$ cat src/cdio_pkg.sv
// Purpose: shared constants of the counter discrete-pin control block
// Assumes: APB register map, 32-bit data, byte offsets
// Notes: all offsets are byte addresses of aligned words
`default_nettype none
package cdio_pkg;
  // ****************************************
  // widths
  // ****************************************
  localparam int unsigned COUNT_W = 24;
  localparam int unsigned ADDR_W = 8;
  localparam int unsigned SETUP_W = 6;
  localparam int unsigned EV_W = 3;

  // ****************************************
  // register offsets
  // ****************************************
  localparam logic [7:0] OFS_INPUT_SETUP = 8'h00;
  localparam logic [7:0] OFS_OUTPUT_SETUP = 8'h04;
  localparam logic [7:0] OFS_PRESET = 8'h08;
  localparam logic [7:0] OFS_LATCH = 8'h0C;
  localparam logic [7:0] OFS_COUNT = 8'h10;
  localparam logic [7:0] OFS_TOGGLES = 8'h14;
  localparam logic [7:0] OFS_IRQ_STATUS = 8'h18;
  localparam logic [7:0] OFS_IRQ_MASK = 8'h1C;
  localparam logic [7:0] OFS_COMMAND = 8'h20;

  // ****************************************
  // input setup fields
  // ****************************************
  localparam int unsigned IN_DIR_MODE = 0;
  localparam int unsigned IN_SW_INC = 1;
  localparam int unsigned IN_SW_DEC = 2;
  localparam int unsigned IN_ENABLE = 3;
  localparam int unsigned IN_GATE_SEL = 4;
  localparam int unsigned IN_LOAD_SEL = 5;

  // ****************************************
  // output setup fields
  // ****************************************
  localparam int unsigned OUT_DIVN = 2;
  localparam int unsigned OUT_SEL_LO = 4;
  localparam int unsigned OUT_SEL_HI = 5;
  localparam logic [1:0] SEL_LOW = 2'h0;
  localparam logic [1:0] SEL_TOGGLE = 2'h1;
  localparam logic [1:0] SEL_HIGH = 2'h2;
  localparam logic [1:0] SEL_MATCH = 2'h3;

  // ****************************************
  // command bits, event bits
  // ****************************************
  localparam int unsigned CMD_LOAD = 0;
  localparam int unsigned CMD_LATCH = 1;
  localparam int unsigned CMD_CLR_TOGGLES = 2;
  localparam int unsigned CMD_RESET = 3;
  localparam int unsigned EV_BORROW = 0;
  localparam int unsigned EV_CARRY = 1;
  localparam int unsigned EV_MATCH = 2;

  // ****************************************
  // reset values
  // ****************************************
  localparam logic [5:0] INPUT_SETUP_RST = 6'h00;
  localparam logic [5:0] OUTPUT_SETUP_RST = 6'h00;
  localparam logic [23:0] PRESET_RST = 24'hFFFFFF;
  localparam logic [2:0] IRQ_MASK_RST = 3'h0;
  localparam logic [3:0] PIN_IDLE = 4'hF;
endpackage
`default_nettype wire

$ cat src/cdio_top.sv
// Purpose: discrete-pin control of a 24-bit up/down counter, APB registers
// Assumes: pins asynchronous to pclk, APB3 master without pstrb
// Notes: one wait state on every APB access
//
// Chosen here: the register offsets and register access over APB.
`timescale 1ns/1ns
`default_nettype none
module cdio_top (
  // clock and reset
  input wire logic pclk,
  input wire logic presetn,
  // apb slave
  input wire logic psel,
  input wire logic penable,
  input wire logic pwrite,
  input wire logic [7:0] paddr,
  input wire logic [31:0] pwdata,
  output logic [31:0] prdata,
  output logic pready,
  output logic pslverr,
  // count and control pins
  input wire logic count_a,
  input wire logic count_b,
  input wire logic gate_or_reset_pin,
  input wire logic load_target_pin,
  // output pins
  output logic carry_pin,
  output logic borrow_pin,
  // interrupt
  output logic irq
);
  // ****************************************
  // pin synchronisers
  // ****************************************
  logic [3:0] pin_s;
  cdio_sync #(
    .WIDTH(4),
    .RST_VAL(cdio_pkg::PIN_IDLE)
  ) u_sync (
    .clk(pclk),
    .rst_n(presetn),
    .din({load_target_pin, gate_or_reset_pin, count_b, count_a}),
    .dout(pin_s)
  );
  wire a_s = pin_s[0];
  wire b_s = pin_s[1];
  wire gate_s = pin_s[2];
  wire load_s = pin_s[3];

  logic a_d;
  logic b_d;
  logic load_d;
  always_ff @(posedge pclk or negedge presetn) begin
    if (!presetn) begin
      a_d <= 1'b1;
      b_d <= 1'b1;
      load_d <= 1'b1;
    end else begin
      a_d <= a_s;
      b_d <= b_s;
      load_d <= load_s;
    end
  end
  wire a_rise = a_s & ~a_d;
  wire b_rise = b_s & ~b_d;
  wire load_fall = ~load_s & load_d;

  // ****************************************
  // apb decode
  // ****************************************
  logic [5:0] input_setup_register;
  logic [5:0] output_setup_register;
  logic [23:0] preset_register;
  logic [23:0] output_latch;
  logic [2:0] irq_status;
  logic [2:0] irq_mask;
  logic carry_toggle_ff;
  logic borrow_toggle_ff;
  logic match_toggle_ff;
  logic [23:0] count_value;
  logic carry_ev;
  logic borrow_ev;
  logic match_lvl;
  logic match_d;

  wire access = psel & penable;
  wire capture = access & ~pready;
  wire done = access & pready;
  wire wr_done = done & pwrite;
  wire rd_done = done & ~pwrite;
  wire hit_in = (paddr == cdio_pkg::OFS_INPUT_SETUP);
  wire hit_out = (paddr == cdio_pkg::OFS_OUTPUT_SETUP);
  wire hit_pre = (paddr == cdio_pkg::OFS_PRESET);
  wire hit_lat = (paddr == cdio_pkg::OFS_LATCH);
  wire hit_cnt = (paddr == cdio_pkg::OFS_COUNT);
  wire hit_tog = (paddr == cdio_pkg::OFS_TOGGLES);
  wire hit_ist = (paddr == cdio_pkg::OFS_IRQ_STATUS);
  wire hit_msk = (paddr == cdio_pkg::OFS_IRQ_MASK);
  wire hit_cmd = (paddr == cdio_pkg::OFS_COMMAND);
  wire mapped = hit_in | hit_out | hit_pre | hit_lat | hit_cnt | hit_tog | hit_ist | hit_msk | hit_cmd;
  wire wr_in = wr_done & hit_in;
  wire wr_cmd = wr_done & hit_cmd;
  wire wr_out = wr_done & hit_out;
  wire wr_pre = wr_done & hit_pre;
  wire wr_msk = wr_done & hit_msk;
  wire rd_ist = rd_done & hit_ist;

  wire [2:0] toggle_vec;
  assign toggle_vec[cdio_pkg::EV_BORROW] = borrow_toggle_ff;
  assign toggle_vec[cdio_pkg::EV_CARRY] = carry_toggle_ff;
  assign toggle_vec[cdio_pkg::EV_MATCH] = match_toggle_ff;

  wire [31:0] rd_value = ({32{hit_in}} & {26'h0, input_setup_register}) |
                         ({32{hit_out}} & {26'h0, output_setup_register}) |
                         ({32{hit_pre}} & {8'h0, preset_register}) |
                         ({32{hit_lat}} & {8'h0, output_latch}) |
                         ({32{hit_cnt}} & {8'h0, count_value}) |
                         ({32{hit_tog}} & {29'h0, toggle_vec}) |
                         ({32{hit_ist}} & {29'h0, irq_status}) |
                         ({32{hit_msk}} & {29'h0, irq_mask});

  always_ff @(posedge pclk or negedge presetn) begin
    if (!presetn) begin
      pready <= 1'b0;
      prdata <= 32'h0;
      pslverr <= 1'b0;
    end else begin
      pready <= capture;
      prdata <= (capture & ~pwrite) ? rd_value : 32'h0;
      pslverr <= capture & ~mapped;
    end
  end

  // ****************************************
  // setup registers
  // ****************************************
  // one short block per register
  always_ff @(posedge pclk or negedge presetn) begin
    if (!presetn) begin
      input_setup_register <= cdio_pkg::INPUT_SETUP_RST;
    end else if (wr_in) begin
      input_setup_register <= pwdata[5:0];
    end
  end

  always_ff @(posedge pclk or negedge presetn) begin
    if (!presetn) begin
      output_setup_register <= cdio_pkg::OUTPUT_SETUP_RST;
    end else if (wr_out) begin
      output_setup_register <= pwdata[5:0];
    end
  end

  always_ff @(posedge pclk or negedge presetn) begin
    if (!presetn) begin
      preset_register <= cdio_pkg::PRESET_RST;
    end else if (wr_pre) begin
      preset_register <= pwdata[23:0];
    end
  end

  always_ff @(posedge pclk or negedge presetn) begin
    if (!presetn) begin
      irq_mask <= cdio_pkg::IRQ_MASK_RST;
    end else if (wr_msk) begin
      irq_mask <= pwdata[2:0];
    end
  end

  // ****************************************
  // pin functions
  // ****************************************
  wire dir_mode = input_setup_register[cdio_pkg::IN_DIR_MODE];
  wire gate_mode = input_setup_register[cdio_pkg::IN_GATE_SEL];
  wire latch_mode = input_setup_register[cdio_pkg::IN_LOAD_SEL];
  wire div_n = output_setup_register[cdio_pkg::OUT_DIVN];
  wire [1:0] out_sel = output_setup_register[cdio_pkg::OUT_SEL_HI:cdio_pkg::OUT_SEL_LO];

  // gate mode: low passes count pulses, high blocks them
  wire gate_open = ~gate_mode | ~gate_s;
  wire inputs_on = input_setup_register[cdio_pkg::IN_ENABLE] & gate_open;
  // reset mode: low level holds the counter cleared
  wire ext_clear = ~gate_mode & ~gate_s;

  wire hw_up = inputs_on & (dir_mode ? (a_rise & ~b_s) : a_rise);
  wire hw_down = inputs_on & (dir_mode ? (a_rise & b_s) : b_rise);
  wire sw_inc = wr_in & pwdata[cdio_pkg::IN_SW_INC];
  wire sw_dec = wr_in & pwdata[cdio_pkg::IN_SW_DEC];
  wire up_req = hw_up | sw_inc;
  wire down_req = hw_down | sw_dec;

  wire core_clear = ext_clear | (wr_cmd & pwdata[cdio_pkg::CMD_RESET]);
  wire core_load = (load_fall & ~latch_mode) | (wr_cmd & pwdata[cdio_pkg::CMD_LOAD]);
  wire latch_take = (load_fall & latch_mode) | (wr_cmd & pwdata[cdio_pkg::CMD_LATCH]);
  wire clr_toggles = wr_cmd & pwdata[cdio_pkg::CMD_CLR_TOGGLES];

  // ****************************************
  // counter core
  // ****************************************
  cdio_count_core #(
    .W(cdio_pkg::COUNT_W)
  ) u_core (
    .clk(pclk),
    .rst_n(presetn),
    .clear(core_clear),
    .load(core_load),
    .up_step(up_req),
    .down_step(down_req),
    .div_n(div_n),
    .preset(preset_register),
    .count(count_value),
    .carry(carry_ev),
    .borrow(borrow_ev),
    .match(match_lvl)
  );

  wire match_rise = match_lvl & ~match_d;

  always_ff @(posedge pclk or negedge presetn) begin
    if (!presetn) begin
      output_latch <= 24'h0;
    end else if (latch_take) begin
      output_latch <= count_value;
    end
  end

  // previous equality level for the rise detector
  always_ff @(posedge pclk or negedge presetn) begin
    if (!presetn) begin
      match_d <= 1'b0;
    end else begin
      match_d <= match_lvl;
    end
  end

  // ****************************************
  // toggle flip-flops
  // ****************************************
  // an event in the clearing cycle still toggles
  always_ff @(posedge pclk or negedge presetn) begin
    if (!presetn) begin
      carry_toggle_ff <= 1'b0;
      borrow_toggle_ff <= 1'b0;
      match_toggle_ff <= 1'b0;
    end else begin
      carry_toggle_ff <= (clr_toggles ? 1'b0 : carry_toggle_ff) ^ carry_ev;
      borrow_toggle_ff <= (clr_toggles ? 1'b0 : borrow_toggle_ff) ^ borrow_ev;
      match_toggle_ff <= (clr_toggles ? 1'b0 : match_toggle_ff) ^ match_rise;
    end
  end

  // ****************************************
  // output pins
  // ****************************************
  wire sel_low = (out_sel == cdio_pkg::SEL_LOW);
  wire sel_toggle = (out_sel == cdio_pkg::SEL_TOGGLE);
  wire sel_high = (out_sel == cdio_pkg::SEL_HIGH);
  wire next_carry_pin = sel_low ? ~carry_ev :
                        sel_toggle ? carry_toggle_ff :
                        sel_high ? carry_ev : ~match_lvl;
  wire next_borrow_pin = sel_low ? ~borrow_ev :
                         sel_toggle ? borrow_toggle_ff :
                         sel_high ? borrow_ev : match_toggle_ff;

  always_ff @(posedge pclk or negedge presetn) begin
    if (!presetn) begin
      carry_pin <= 1'b1;
      borrow_pin <= 1'b1;
    end else begin
      carry_pin <= next_carry_pin;
      borrow_pin <= next_borrow_pin;
    end
  end

  // ****************************************
  // interrupts
  // ****************************************
  wire [2:0] events;
  assign events[cdio_pkg::EV_BORROW] = borrow_ev;
  assign events[cdio_pkg::EV_CARRY] = carry_ev;
  assign events[cdio_pkg::EV_MATCH] = match_rise;
  // clear only the bits the read reported; new events win
  wire [2:0] irq_clear = rd_ist ? prdata[2:0] : 3'h0;
  wire [2:0] next_irq_status = (irq_status & ~irq_clear) | events;

  always_ff @(posedge pclk or negedge presetn) begin
    if (!presetn) begin
      irq_status <= 3'h0;
      irq <= 1'b0;
    end else begin
      irq_status <= next_irq_status;
      irq <= |(next_irq_status & irq_mask);
    end
  end
endmodule
`default_nettype wire

$ cat src/cdio_sync.sv
// Purpose: two-flop synchroniser, one per pin
// Assumes: inputs asynchronous to clk
// Notes: first stage read only by second stage
`timescale 1ns/1ns
`default_nettype none
module cdio_sync #(
  parameter int unsigned WIDTH = 4,
  parameter logic [WIDTH-1:0] RST_VAL = '1
) (
  // clock and reset
  input wire logic clk,
  input wire logic rst_n,
  // pins in, synchronised out
  input wire logic [WIDTH-1:0] din,
  output logic [WIDTH-1:0] dout
);
  genvar i;
  generate
    for (i = 0; i < WIDTH; i++) begin : g_bit
      logic meta;
      logic hold;
      always_ff @(posedge clk or negedge rst_n) begin
        if (!rst_n) begin
          meta <= RST_VAL[i];
          hold <= RST_VAL[i];
        end else begin
          meta <= din[i];
          hold <= meta;
        end
      end
      assign dout[i] = hold;
    end
  endgenerate
endmodule
`default_nettype wire

$ cat src/cdio_count_core.sv
// Purpose: up/down counter with preset load, clear and divide-by-N wrap
// Assumes: one step request per cycle at most per direction
// Notes: carry, borrow are one-cycle pulses; match is a level
`timescale 1ns/1ns
`default_nettype none
module cdio_count_core #(
  parameter int unsigned W = 24
) (
  // clock and reset
  input wire logic clk,
  input wire logic rst_n,
  // control
  input wire logic clear,
  input wire logic load,
  input wire logic up_step,
  input wire logic down_step,
  input wire logic div_n,
  input wire logic [W-1:0] preset,
  // state
  output logic [W-1:0] count,
  output logic carry,
  output logic borrow,
  output logic match
);
  wire up_only = up_step & ~down_step;
  wire down_only = down_step & ~up_step;
  wire at_max = (count == {W{1'b1}});
  wire at_zero = (count == {W{1'b0}});
  // divide-by-N: up wraps at preset, down reloads preset
  wire up_wrap = div_n ? (count == preset) : at_max;
  wire [W-1:0] up_value = up_wrap ? {W{1'b0}} : count + {{(W-1){1'b0}}, 1'b1};
  wire [W-1:0] down_wrap_value = div_n ? preset : {W{1'b1}};
  wire [W-1:0] down_value = at_zero ? down_wrap_value : count - {{(W-1){1'b0}}, 1'b1};
  wire stepping = ~clear & ~load;
  wire [W-1:0] next_count = clear ? {W{1'b0}} :
                            load ? preset :
                            up_only ? up_value :
                            down_only ? down_value : count;
  wire next_carry = stepping & up_only & up_wrap;
  wire next_borrow = stepping & down_only & at_zero;

  always_ff @(posedge clk or negedge rst_n) begin
    if (!rst_n) begin
      count <= {W{1'b0}};
      carry <= 1'b0;
      borrow <= 1'b0;
      match <= 1'b0;
    end else begin
      count <= next_count;
      carry <= next_carry;
      borrow <= next_borrow;
      match <= (next_count == preset);
    end
  end
endmodule
`default_nettype wire

$ cat config.mk
export PLATFORM = sky130hd
export DESIGN_NAME = cdio_top
export DESIGN_NICKNAME = d
export VERILOG_FILES = /design/src/cdio_pkg.sv /design/src/cdio_top.sv /design/src/cdio_sync.sv /design/src/cdio_count_core.sv
export SDC_FILE = /design/constraint.sdc
export NUM_CORES = 1
export LEC_CHECK = 0
export BUFFER_PORTS_ARGS = -buffer_cell sky130_fd_sc_hd__buf_2
export CAP_MARGIN = 20
export CELL_PAD_IN_SITES_DETAIL_PLACEMENT = 1
export CELL_PAD_IN_SITES_GLOBAL_PLACEMENT = 1
export CORE_AREA = 4 4 147 149
export DETAILED_ROUTE_END_ITERATION = 10
export DIE_AREA = 0 0 151 153
export PLACE_DENSITY = 0.77
export SLEW_MARGIN = 20
export SYNTH_ARGS = -nofsm -noshare
export SYNTH_HDL_FRONTEND = slang
export SYNTH_HIERARCHICAL = 1
export SYNTH_SLANG_ARGS = --single-unit
$ cat constraint.sdc
create_clock -name pclk -period 4.3 [get_ports pclk]
set_clock_uncertainty 0.15 [all_clocks]
set_input_delay 0.645 -clock pclk [delete_from_list [all_inputs] [get_ports pclk]]
set_output_delay 0.645 -clock pclk [all_outputs]
set_load 0.05 [all_outputs]
---- After elaboration in Yosys (flattened, before gate mapping) ----
Index checks and enable logic that the tools add are counted.
storage, ports and cells
  bits in registers ....................... 145
  input bits .............................. 49
  output and inout port bits .............. 37
  word-level logic and storage cells ...... 163
cells by class
  $add $sub $neg .......................... 2
  equality and inequality tests ........... 13
  muxes and demuxes ....................... 21
  bitwise logic cells ..................... 92
  reductions and logical operators ........ 4
operators with widths
  operator                 count
  $or A32 B32 Y32          7
  $mux W24                 7
  $and A32 B24 Y32         3
  $and A32 B3 Y32          3
  $and A32 B6 Y32          2
  $eq A24 B24 Y1           2
  $and A1 B1 Y1            38
  $eq A8 B5 Y1 const B     4
  $mux W32                 1
  $add A24 B1 Y24 const B  1
  $eq A24 B24 Y1 const B   1
  $logic_not A24 Y1        1
  $sub A24 B1 Y24 const B  1
  $not A1 Y1               18
  $eq A8 B4 Y1 const B     2
  $or A1 B1 Y1             14
  $mux W1                  12
  $eq A8 B3 Y1 const B     1
  $eq A8 B6 Y1 const B     1
  $logic_not A8 Y1         1
  $and A3 B3 Y3            2
  $mux W3                  1
  $not A3 Y3               1
  $or A3 B3 Y3             1
  5 further kinds          7

---- Longest topological paths before layout ----
Gate-level depths: netlist (run 1).
  word-level depth ........................ 13
  gate-level depth with buffers ........... 18
  gate-level depth less buffers ........... 14

---- Hierarchy ----
Netlist (run 1), hierarchy kept.
modules (own cells, without submodules)
  module           times used  cells each  area an instance (um2)  sequential area each (um2)
  cdio_top         1           345         4616.9                  2588.7
  cdio_count_core  1           650         4578.1                  675.6
  cdio_sync        1           12          240.2                   210.2

---- Least setup slack after synthesis (run 1) ----
OpenSTA, ideal clock, no wires.
  path type ............................... input-to-reg
  start ................................... input paddr[3]
  end ..................................... register u_core.match
  library setup time ...................... 96 ps
  arrival ................................. 4148 ps
  data required time ...................... 4054 ps
  slack ................................... -93 ps
  stages on the path ...................... 16
  path buffers ............................ 4
  cells stage by stage .................... buf_2 > nor4_1 > and4b_1 > clkbuf_1 > nand2_1 > nand2_1 > clkbuf_1 > nor2b_1 > clkbuf_1 > o311ai_1 > o21ai_1 > a2111o_1 > o211ai_1 > a2111o_1 > or4_4 > nor4_2
between the ends
  elaborated cells on any way between the ends .. 21
  classes of those cells .................. eq/ne (2); mux (4); bitwise (14); reduce/logical (1)
RTL lines
  element                                      line                                          RTL
  from (decl)                                  cdio_top.sv:16                                input wire logic [7:0] paddr,
  $logic_not A8 Y1 (*)                         cdio_top.sv:91                                wire hit_in = (paddr == cdio_pkg::OFS_INPUT_SETUP);
  $and A1 B1 Y1 (*)                            cdio_top.sv:101                               wire wr_in = wr_done & hit_in;
  $and A1 B1 Y1 (*)                            cdio_top.sv:188                               wire sw_dec = wr_in & pwdata[cdio_pkg::IN_SW_DEC];
  $or A1 B1 Y1 (*)                             cdio_top.sv:190                               wire down_req = hw_down | sw_dec;
  net down_req                                 cdio_top.sv:190
  $and A1 B1 Y1 or $not A1 Y1 (tied branches)  cdio_count_core.sv:26, cdio_count_core.sv:25
  $mux W24 or $and A1 B1 Y1 (tied branches)    cdio_count_core.sv:38, cdio_count_core.sv:25
  $mux W24 (*)                                 cdio_count_core.sv:37                         up_only ? up_value :
  $mux W24 (*)                                 cdio_count_core.sv:36                         load ? preset :
  $mux W24 (*)                                 cdio_count_core.sv:35                         wire [W-1:0] next_count = clear ? {W{1'b0}} :
  $eq A24 B24 Y1 (*)                           cdio_count_core.sv:52                         match <= (next_count == preset);
  to (signal assigned)                         cdio_count_core.sv:52
  to (decl)                                    cdio_count_core.sv:23                         output logic match
The timed path passes the listed nets; every way through them passes the cells marked *.
A chain may end at the register's enable or synchronous reset.

---- Worst setup path after layout (run 1) ----
  start ................................... input paddr[5]
  end ..................................... register u_core.match
between the ends
  word-level cells in the longest chain between the ends .. 11
  elaborated cells on any way between the ends .. 21
  classes of those cells .................. eq/ne (2); mux (4); bitwise (14); reduce/logical (1)
RTL lines
  element               line                   RTL
  $logic_not A8 Y1 (*)  cdio_top.sv:91
  $and A1 B1 Y1 (*)     cdio_top.sv:101
  $and A1 B1 Y1 (*)     cdio_top.sv:187        wire sw_inc = wr_in & pwdata[cdio_pkg::IN_SW_INC];
  $or A1 B1 Y1 (*)      cdio_top.sv:189        wire up_req = hw_up | sw_inc;
  net up_req            cdio_top.sv:189
  $not A1 Y1            cdio_count_core.sv:26  wire down_only = down_step & ~up_step;
  $and A1 B1 Y1         cdio_count_core.sv:26
  $mux W24              cdio_count_core.sv:38  down_only ? down_value : count;
  $mux W24 (*)          cdio_count_core.sv:37
  $mux W24 (*)          cdio_count_core.sv:36
  $mux W24 (*)          cdio_count_core.sv:35
  $eq A24 B24 Y1 (*)    cdio_count_core.sv:52
Marks and branches as above.

==> results of run 1 <==
## how the worst max path moves through the flow
| stage | startpoint | end | cells after the start |
|---|---|---|---|
| floorplan | paddr[3] | u_core/match$_DFF_PN0_ | 16 |
| global placement | paddr[5] | u_core/match$_DFF_PN0_ | 16 |
| detailed placement | paddr[5] | u_core/match$_DFF_PN0_ | 16 |
| CTS | output_setup_register[2]$_DFFE_PN0P_ | u_core/match$_DFF_PN0_ | 11 |
| global route | paddr[5] | u_core/match$_DFF_PN0_ | 16 |
| finish | paddr[5] | u_core/match$_DFF_PN0_ | 14 |
## area by class of cell
cell class | instances | area [sq um] | area share
antenna | 1 | 2.50 | 0.000220
multi-input combinational | 738 | 5350 | 0.471
sequential | 137 | 3480 | 0.306
clock buffer | 17 | 425 | 0.0375
tap | 270 | 338 | 0.0298
inverter | 27 | 101 | 0.00893
clock inverter | 15 | 181 | 0.0160
timing repair buffer | 214 | 1480 | 0.130
## Yosys cell counts (all sizes together) (8+ instances only)
| cell type | count |
|---|---|
| nor3 | 35 |
| dfstp | 37 |
| mux2i | 11 |
| a21oi | 36 |
| nand3 | 23 |
| or3 | 12 |
| inv | 27 |
| o31ai | 9 |
| o32ai | 8 |
| xnor2 | 23 |
| nor4 | 28 |
| or4 | 9 |
| a31oi | 16 |
| a22oi | 26 |
| and4 | 13 |
| nor2 | 49 |
| mux2 | 60 |
| dfrtp | 100 |
| clkbuf | 49 |
| a211oi | 18 |
| nand2b | 16 |
| nand2 | 87 |
| nor2b | 21 |
| o22ai | 10 |
| o21ai | 43 |
| o211ai | 10 |
| xor2 | 19 |
| nand4 | 18 |
| o2bb2ai | 21 |
| buf | 63 |
## logic make-up (layout without fill, tap and decap cells)
| kind of cell | count (synthesis) | count (layout) | synth area share |
|---|---|---|---|
| simple gates | 345 | 345 | 0.213 |
| compound gates | 265 | 265 | 0.203 |
| buf+inv | 139 | 273 | 0.0716 |
| flops | 137 | 137 | 0.368 |
| mux | 75 | 75 | 0.101 |
| xor+xnor | 42 | 42 | 0.0390 |
| fa+ha+maj | 3 | 3 | 0.00398 |
| other cells | 1 | 9 | 0.000397 |
## critical path, stage by stage
cell and delay [ns]:
buf_2 0.10, or3_1 0.40, and4b_1 0.38, nand2_1 0.17
nand2_1 0.13, nand2b_1 0.24, buf_4 0.27, a21oi_1 0.22
buf_4 0.26, a21oi_1 0.15, a32o_1 0.23, a2111o_1 0.35
or4_4 0.53, nor4_2 0.30
## sequential cells by signal, summed over array words and instances, names as in the netlist, 3 cells and up
signal	flops
u_sync/g_bit.meta	4
u_core/count	24
irq_status	3
output_setup_register	6
u_sync/g_bit.hold	4
preset_register	24
output_latch	24
prdata	24
input_setup_register	6
irq_mask	3
## power breakdown
| group | switching, mW | internal [mW] | leakage, nW |
|---|---|---|---|
| Combinational | 0.146 | 0.0815 | 3.06 |
| Clock | 0.675 | 0.881 | 0.292 |
| Sequential | 0.0174 | 1.31 | 1.75 |
| Total | 0.839 | 2.27 | 5.10 |
## routing by layer
metal	part of all wire	GRT usage	up-vias
li1	-	-	4007
met1	0.43	0.475	4815
met2	0.46	0.533	488
met3	0.078	0.0512	82
met4	0.031	0.112	0
met5	0	0	-
## repair_timing
action / CTS / global route
setup endpoints to repair: 0 / 1
gates resized for setup: 0 / 7
buffers inserted: 0 / 0
==> results.py, run 1 <==
metrics = {
    "status": {
        "outcome": "finished, final reports clean",
    },
    "cells_and_area": {
        "drive_gt1_frac": 0.334,
        "fill_cells": 2306,
        "final_common_cell": "buf_4",
        "synthToLayoutAreaGrowth_pct": 20.3,
        "fin_cells": 1419,
        "utilization": 0.563,
        "fin_nets": 1187,
        "final_area_sq_mm": 0.0114,
        "mostFrequentLayoutCells": "buf_4 (142), dfrtp_1 (99), nand2_1 (86)",
    },
    "synth": {
        "avgSynthCellArea_sq_um": 9.37,
        "yosysSeqAreaShare": 0.368,
        "yosys_register_bits": 137,
        "synthTopCellsByArea": "dfrtp_1 (27%), dfstp_2 (10%), mux2_2 (4.8%)",
        "yosys.area.top_type": "dfrtp_1",
        "ys_types": 91,
        "ys.flop_type": "dfrtp_1",
        "yosysTopAreaCellShare": 0.265,
        "ys_warn_count": 6,
        "synth_edf_count": 0,
        "syn-instance-count": 1007,
        "async_reset_ff_frac": 1.00,
        "syn_area_sq_mm": 0.00944,
    },
    "worst_setup_path": {
        "reg2reg_slack_ns": 0.15,
        "crit_path_end_kind": "flip-flop",
        "reg2reg_from": "output_setup_register[2]$_DFFE_PN0P_",
        "worstPathRequired_ns": 4.48,
        "worstSetupStartpointType": "primary input",
        "regToRegEndpoint": "u_core/match$_DFF_PN0_",
        "reg2reg_depth": 11,
        "crit_path_max_fanout": 13,
        "path_class": "in -> reg",
        "worstPathArrival_ns": 4.36,
    },
    "floorplan": {
        "die_w_um": 151,
        "start_util": 0.468,
        "coreArea_sq_mm": 0.0202,
        "design.die.area_sq_mm": 0.0231,
        "die_y_um": 153,
        "pin_count": 86,
        "core.rowCount": 52,
    },
    "grt": {
        "grt_max_degree": 99,
        "grt_usage": 0.338,
        "grt_pass1_vias": 9549,
        "grt_antenna_before_repair": 0,
        "grt_pass1_wl_um": 59200,
        "grt_overflow": 0,
    },
    "clock_tree": {
        "cts_made_buffers": 17,
        "cts_tree": "built",
        "cts-root-buf": "clkbuf_16",
        "holdBufCountCts": 0,
        "clock_path_buffers": 2,
        "numClockSinks": 137,
        "clk_pin_slew_worst_paths_ns": 0.07,
        "clock_latency_ns": 0.43,
        "cts_max_level": 4,
    },
    "sta": {
        "period_minus_slack_ns": 4.18,
        "clock.fmax_mhz": 239,
        "relSlewSlack": 0.389,
        "period_share": 0.972,
        "tightest_slew_ns": 0.916,
        "fin_tns_setup_ns": 0,
        "worst_slack_ns": 0.119,
        "finalHoldViolations": 0,
        "slew_viol_final": 0,
        "hold_ws_ns": 0.136,
        "setup_viol": 0,
    },
    "routing": {
        "drc": 0,
        "avgRoutedWirePerCell_um": 27.7,
        "wirelength_um": 39300,
        "drt_iter0_drc": 1009,
        "ant_nets": 0,
        "via_per_inst": 6.62,
        "first_pass_iters": 7,
        "dr_total_vias": 9392,
    },
    "pwr": {
        "peakVddDrop_v": 0.000264,
        "powerDensity_mw_per_mm2": 274,
        "cellLeakagePower_nw": 5.10,
        "p_total_mw": 3.11,
    },
    "place": {
        "dpl.cell_count": 1386,
        "dp_hpwl_um": 28900,
        "io_buffers": 69,
        "preCtsSetupSlack_ns": -0.322,
        "postPlaceCellArea_sq_mm": 0.0107,
        "gp_congestion": 0.968,
    },
    "hold_path": {
        "min_path_type": "in -> async",
    },
    "job": {
        "cap_violations": 0,
    },
}
No activity file was read; power rests on OpenSTA's default activity.
==> run 2, diff against run 1 <==
--- a/config.mk
+++ b/config.mk
@@ -5,13 +5,14 @@
 export SDC_FILE = /design/constraint.sdc
 export NUM_CORES = 1
 export LEC_CHECK = 0
+export ABC_AREA = 1
 export BUFFER_PORTS_ARGS = -buffer_cell sky130_fd_sc_hd__buf_2
 export CAP_MARGIN = 20
 export CELL_PAD_IN_SITES_DETAIL_PLACEMENT = 1
 export CELL_PAD_IN_SITES_GLOBAL_PLACEMENT = 1
-export CORE_AREA = 4 4 147 149
+export CORE_AREA = 4 4 155 157
 export DETAILED_ROUTE_END_ITERATION = 10
-export DIE_AREA = 0 0 151 153
+export DIE_AREA = 0 0 159 161
 export PLACE_DENSITY = 0.77
 export SLEW_MARGIN = 20
 export SYNTH_ARGS = -nofsm -noshare
==> run 2 against run 1 <==
  * Die area rose by 11%
  * Critical endpoint unchanged
  * First-iteration DRC count decreased by 34%
  * Sequential cell count did not move
  * Critical path depth grew 5
==> results.py, run 2 <==
metrics = {
    "worst_setup_path": {
        "regToRegEndpoint": "u_core/match$_DFF_PN0_",
        "path_class": "reg -> reg",
        "crit_path_end_kind": "flip-flop",
        "reg2reg_depth": 19,
        "reg2reg_from": "u_core/count[0]$_DFF_PN0_",
        "crit_path_max_fanout": 10,
        "reg2reg_slack_ns": 0.82,
        "worstPathArrival_ns": 3.67,
        "worstPathRequired_ns": 4.49,
        "worstSetupStartpointType": "flip-flop",
    },
    "sta": {
        "setup_viol": 0,
        "period_minus_slack_ns": 3.48,
        "hold_ws_ns": 0.0404,
        "rsz0062_at_grt": "false",
        "tightest_slew_ns": 0.706,
        "finalHoldViolations": 0,
        "period_share": 0.809,
        "clock.fmax_mhz": 287,
        "relSlewSlack": 0.529,
        "worst_slack_ns": 0.820,
        "slew_viol_final": 0,
        "fin_tns_setup_ns": 0,
    },
    "clock_tree": {
        "cts-root-buf": "clkbuf_16",
        "clock_path_buffers": 2,
        "cts_made_buffers": 17,
        "clk_pin_slew_worst_paths_ns": 0.07,
        "clock_latency_ns": 0.43,
        "cts_max_level": 4,
        "cts_tree": "built",
        "ctsResizeCount": 0,
        "postCtsSetupRepairBufs": 0,
        "holdBufCountCts": 0,
        "numClockSinks": 137,
    },
    "routing": {
        "drc": 0,
        "via_per_inst": 5.50,
        "first_pass_iters": 5,
        "ant_nets": 0,
        "wirelength_um": 35300,
        "avgRoutedWirePerCell_um": 19.2,
        "dr_total_vias": 10100,
        "drt_iter0_drc": 666,
    },
    "synth": {
        "yosysTopAreaCellShare": 0.262,
        "yosys_register_bits": 137,
        "syn-instance-count": 1498,
        "ys_top_cells_by_count": "nand2_1 (575), nand3_1 (218), inv_1 (150)",
        "yosysSeqAreaShare": 0.363,
        "yosys.area.top_type": "dfrtp_1",
        "synth.most_common_cell": "nand2_1",
        "synth_edf_count": 0,
        "synthTopCellsByArea": "dfrtp_1 (26%), nand2_1 (23%), nand3_1 (11%)",
        "ys.flop_type": "dfrtp_1",
        "avgSynthCellArea_sq_um": 6.38,
        "syn_area_sq_mm": 0.00956,
        "async_reset_ff_frac": 1.00,
        "ys_types": 39,
        "ys_warn_count": 6,
    },
    "cells_and_area": {
        "mostFrequentLayoutCells": "nand2_1 (574), nand3_1 (218), inv_1 (150)",
        "final_common_cell": "nand2_1",
        "fill_cells": 3054,
        "synthToLayoutAreaGrowth_pct": 10.5,
        "fin_nets": 1591,
        "diodes": 0,
        "final_area_sq_mm": 0.0106,
        "drive_gt1_frac": 0.130,
        "utilization": 0.469,
    },
    "floorplan": {
        "pin_count": 86,
        "coreArea_sq_mm": 0.0225,
        "core.rowCount": 55,
        "start_util": 0.425,
        "die_y_um": 161,
        "design.die.area_sq_mm": 0.0256,
        "die_w_um": 159,
    },
    "place": {
        "io_buffers": 69,
        "gp_congestion": 0.937,
        "dp_hpwl_um": 25900,
        "preCtsSetupSlack_ns": 0.571,
        "postPlaceCellArea_sq_mm": 0.00998,
    },
    "job": {
        "cap_violations": 0,
    },
    "grt": {
        "grt_overflow": 0,
        "grt_usage": 0.273,
        "grt_antenna_before_repair": 0,
        "grt_max_degree": 107,
        "grt_pass1_wl_um": 55900,
        "grt_pass1_vias": 10231,
    },
    "hold_path": {
        "min_path_type": "in -> async",
    },
    "pwr": {
        "powerDensity_mw_per_mm2": 305,
        "peakVddDrop_v": 0.000186,
        "cellLeakagePower_nw": 5.46,
    },
    "status": {
        "outcome": "finished, final reports clean",
    },
}
==> run 2: metal layers <==
metal | vias to the layer above | part of all wire | GRT usage
li1 | 4789 | - | -
met1 | 4938 | 0.45 | 0.382
met2 | 315 | 0.46 | 0.439
met3 | 58 | 0.068 | 0.0434
met4 | 0 | 0.026 | 0.0844
met5 | - | 0 | 0
==> run 2: how the worst max path moves through the flow <==
| stage | from | end | slack [ns] |
|---|---|---|---|
| after floorplan | paddr[1] | u_core/match$_DFF_PN0_ | 1.19 |
| after global placement | paddr[1] | u_core/match$_DFF_PN0_ | 0.67 |
| after detailed placement | paddr[1] | u_core/match$_DFF_PN0_ | 0.57 |
| after CTS | u_core/count[0]$_DFF_PN0_ | u_core/match$_DFF_PN0_ | 0.86 |
| after global routing | u_core/count[0]$_DFF_PN0_ | u_core/match$_DFF_PN0_ | 0.60 |
| final | u_core/count[0]$_DFF_PN0_ | u_core/match$_DFF_PN0_ | 0.82 |
==> run 2: kinds of logic (layout without fill, tap and decap cells) <==
logic type / Yosys count / count (layout) / synth area share
AO/OA/AOI/OAI: 116 / 116 / 0.0623
XOR/XNOR: 15 / 15 / 0.0137
adder cells (fa/ha/maj): 3 / 3 / 0.00393
buffers and inverters: 232 / 279 / 0.111
flip-flops: 137 / 137 / 0.363
multiplexers: 1 / 1 / 0.00105
other: 1 / 8 / 0.000392
AND/OR/NAND/NOR: 993 / 993 / 0.444
==> run 2: area by class of cell <==
type / count / area, sq um / share of cell area
clock buffer: 19 / 433 / 0.0410
clock inverter: 13 / 121 / 0.0115
inverter: 159 / 597 / 0.0565
multi-input combinational: 1136 / 5060 / 0.480
sequential: 137 / 3470 / 0.329
tap: 285 / 357 / 0.0338
timing repair buffer: 88 / 514 / 0.0487
==> run 2: where the power goes <==
group          internal [mW]  switching (mW)
sequential              1.32          0.0573
clock                  0.801           0.609
combinational          0.125           0.308
==> run 2: per-stage QoR <==
step	cells	total power [mW]
floorplan	1505	1.67
global placement	1804	1.81
detailed placement	1804	1.82
CTS	1836	3.25
global route	1837	3.36
finish	1837	3.22
==> run 2: worst max-delay path, stage by stage, from the launching register on <==
cell and delay [ns]:
dfrtp_1 0.58, inv_1 0.23, ha_1 0.24, nand3_1 0.11, nor2_2 0.20, nand2_1 0.10
nor2_2 0.39, buf_4 0.26, nand2_1 0.06, nand3_1 0.08, nand2_1 0.06, nand3_1 0.18
nand2_1 0.10, nand2_1 0.08, nand2_1 0.05, nor2_1 0.10, nand2_1 0.08, nor2_1 0.15
nand2_1 0.10, nor2_2 0.09
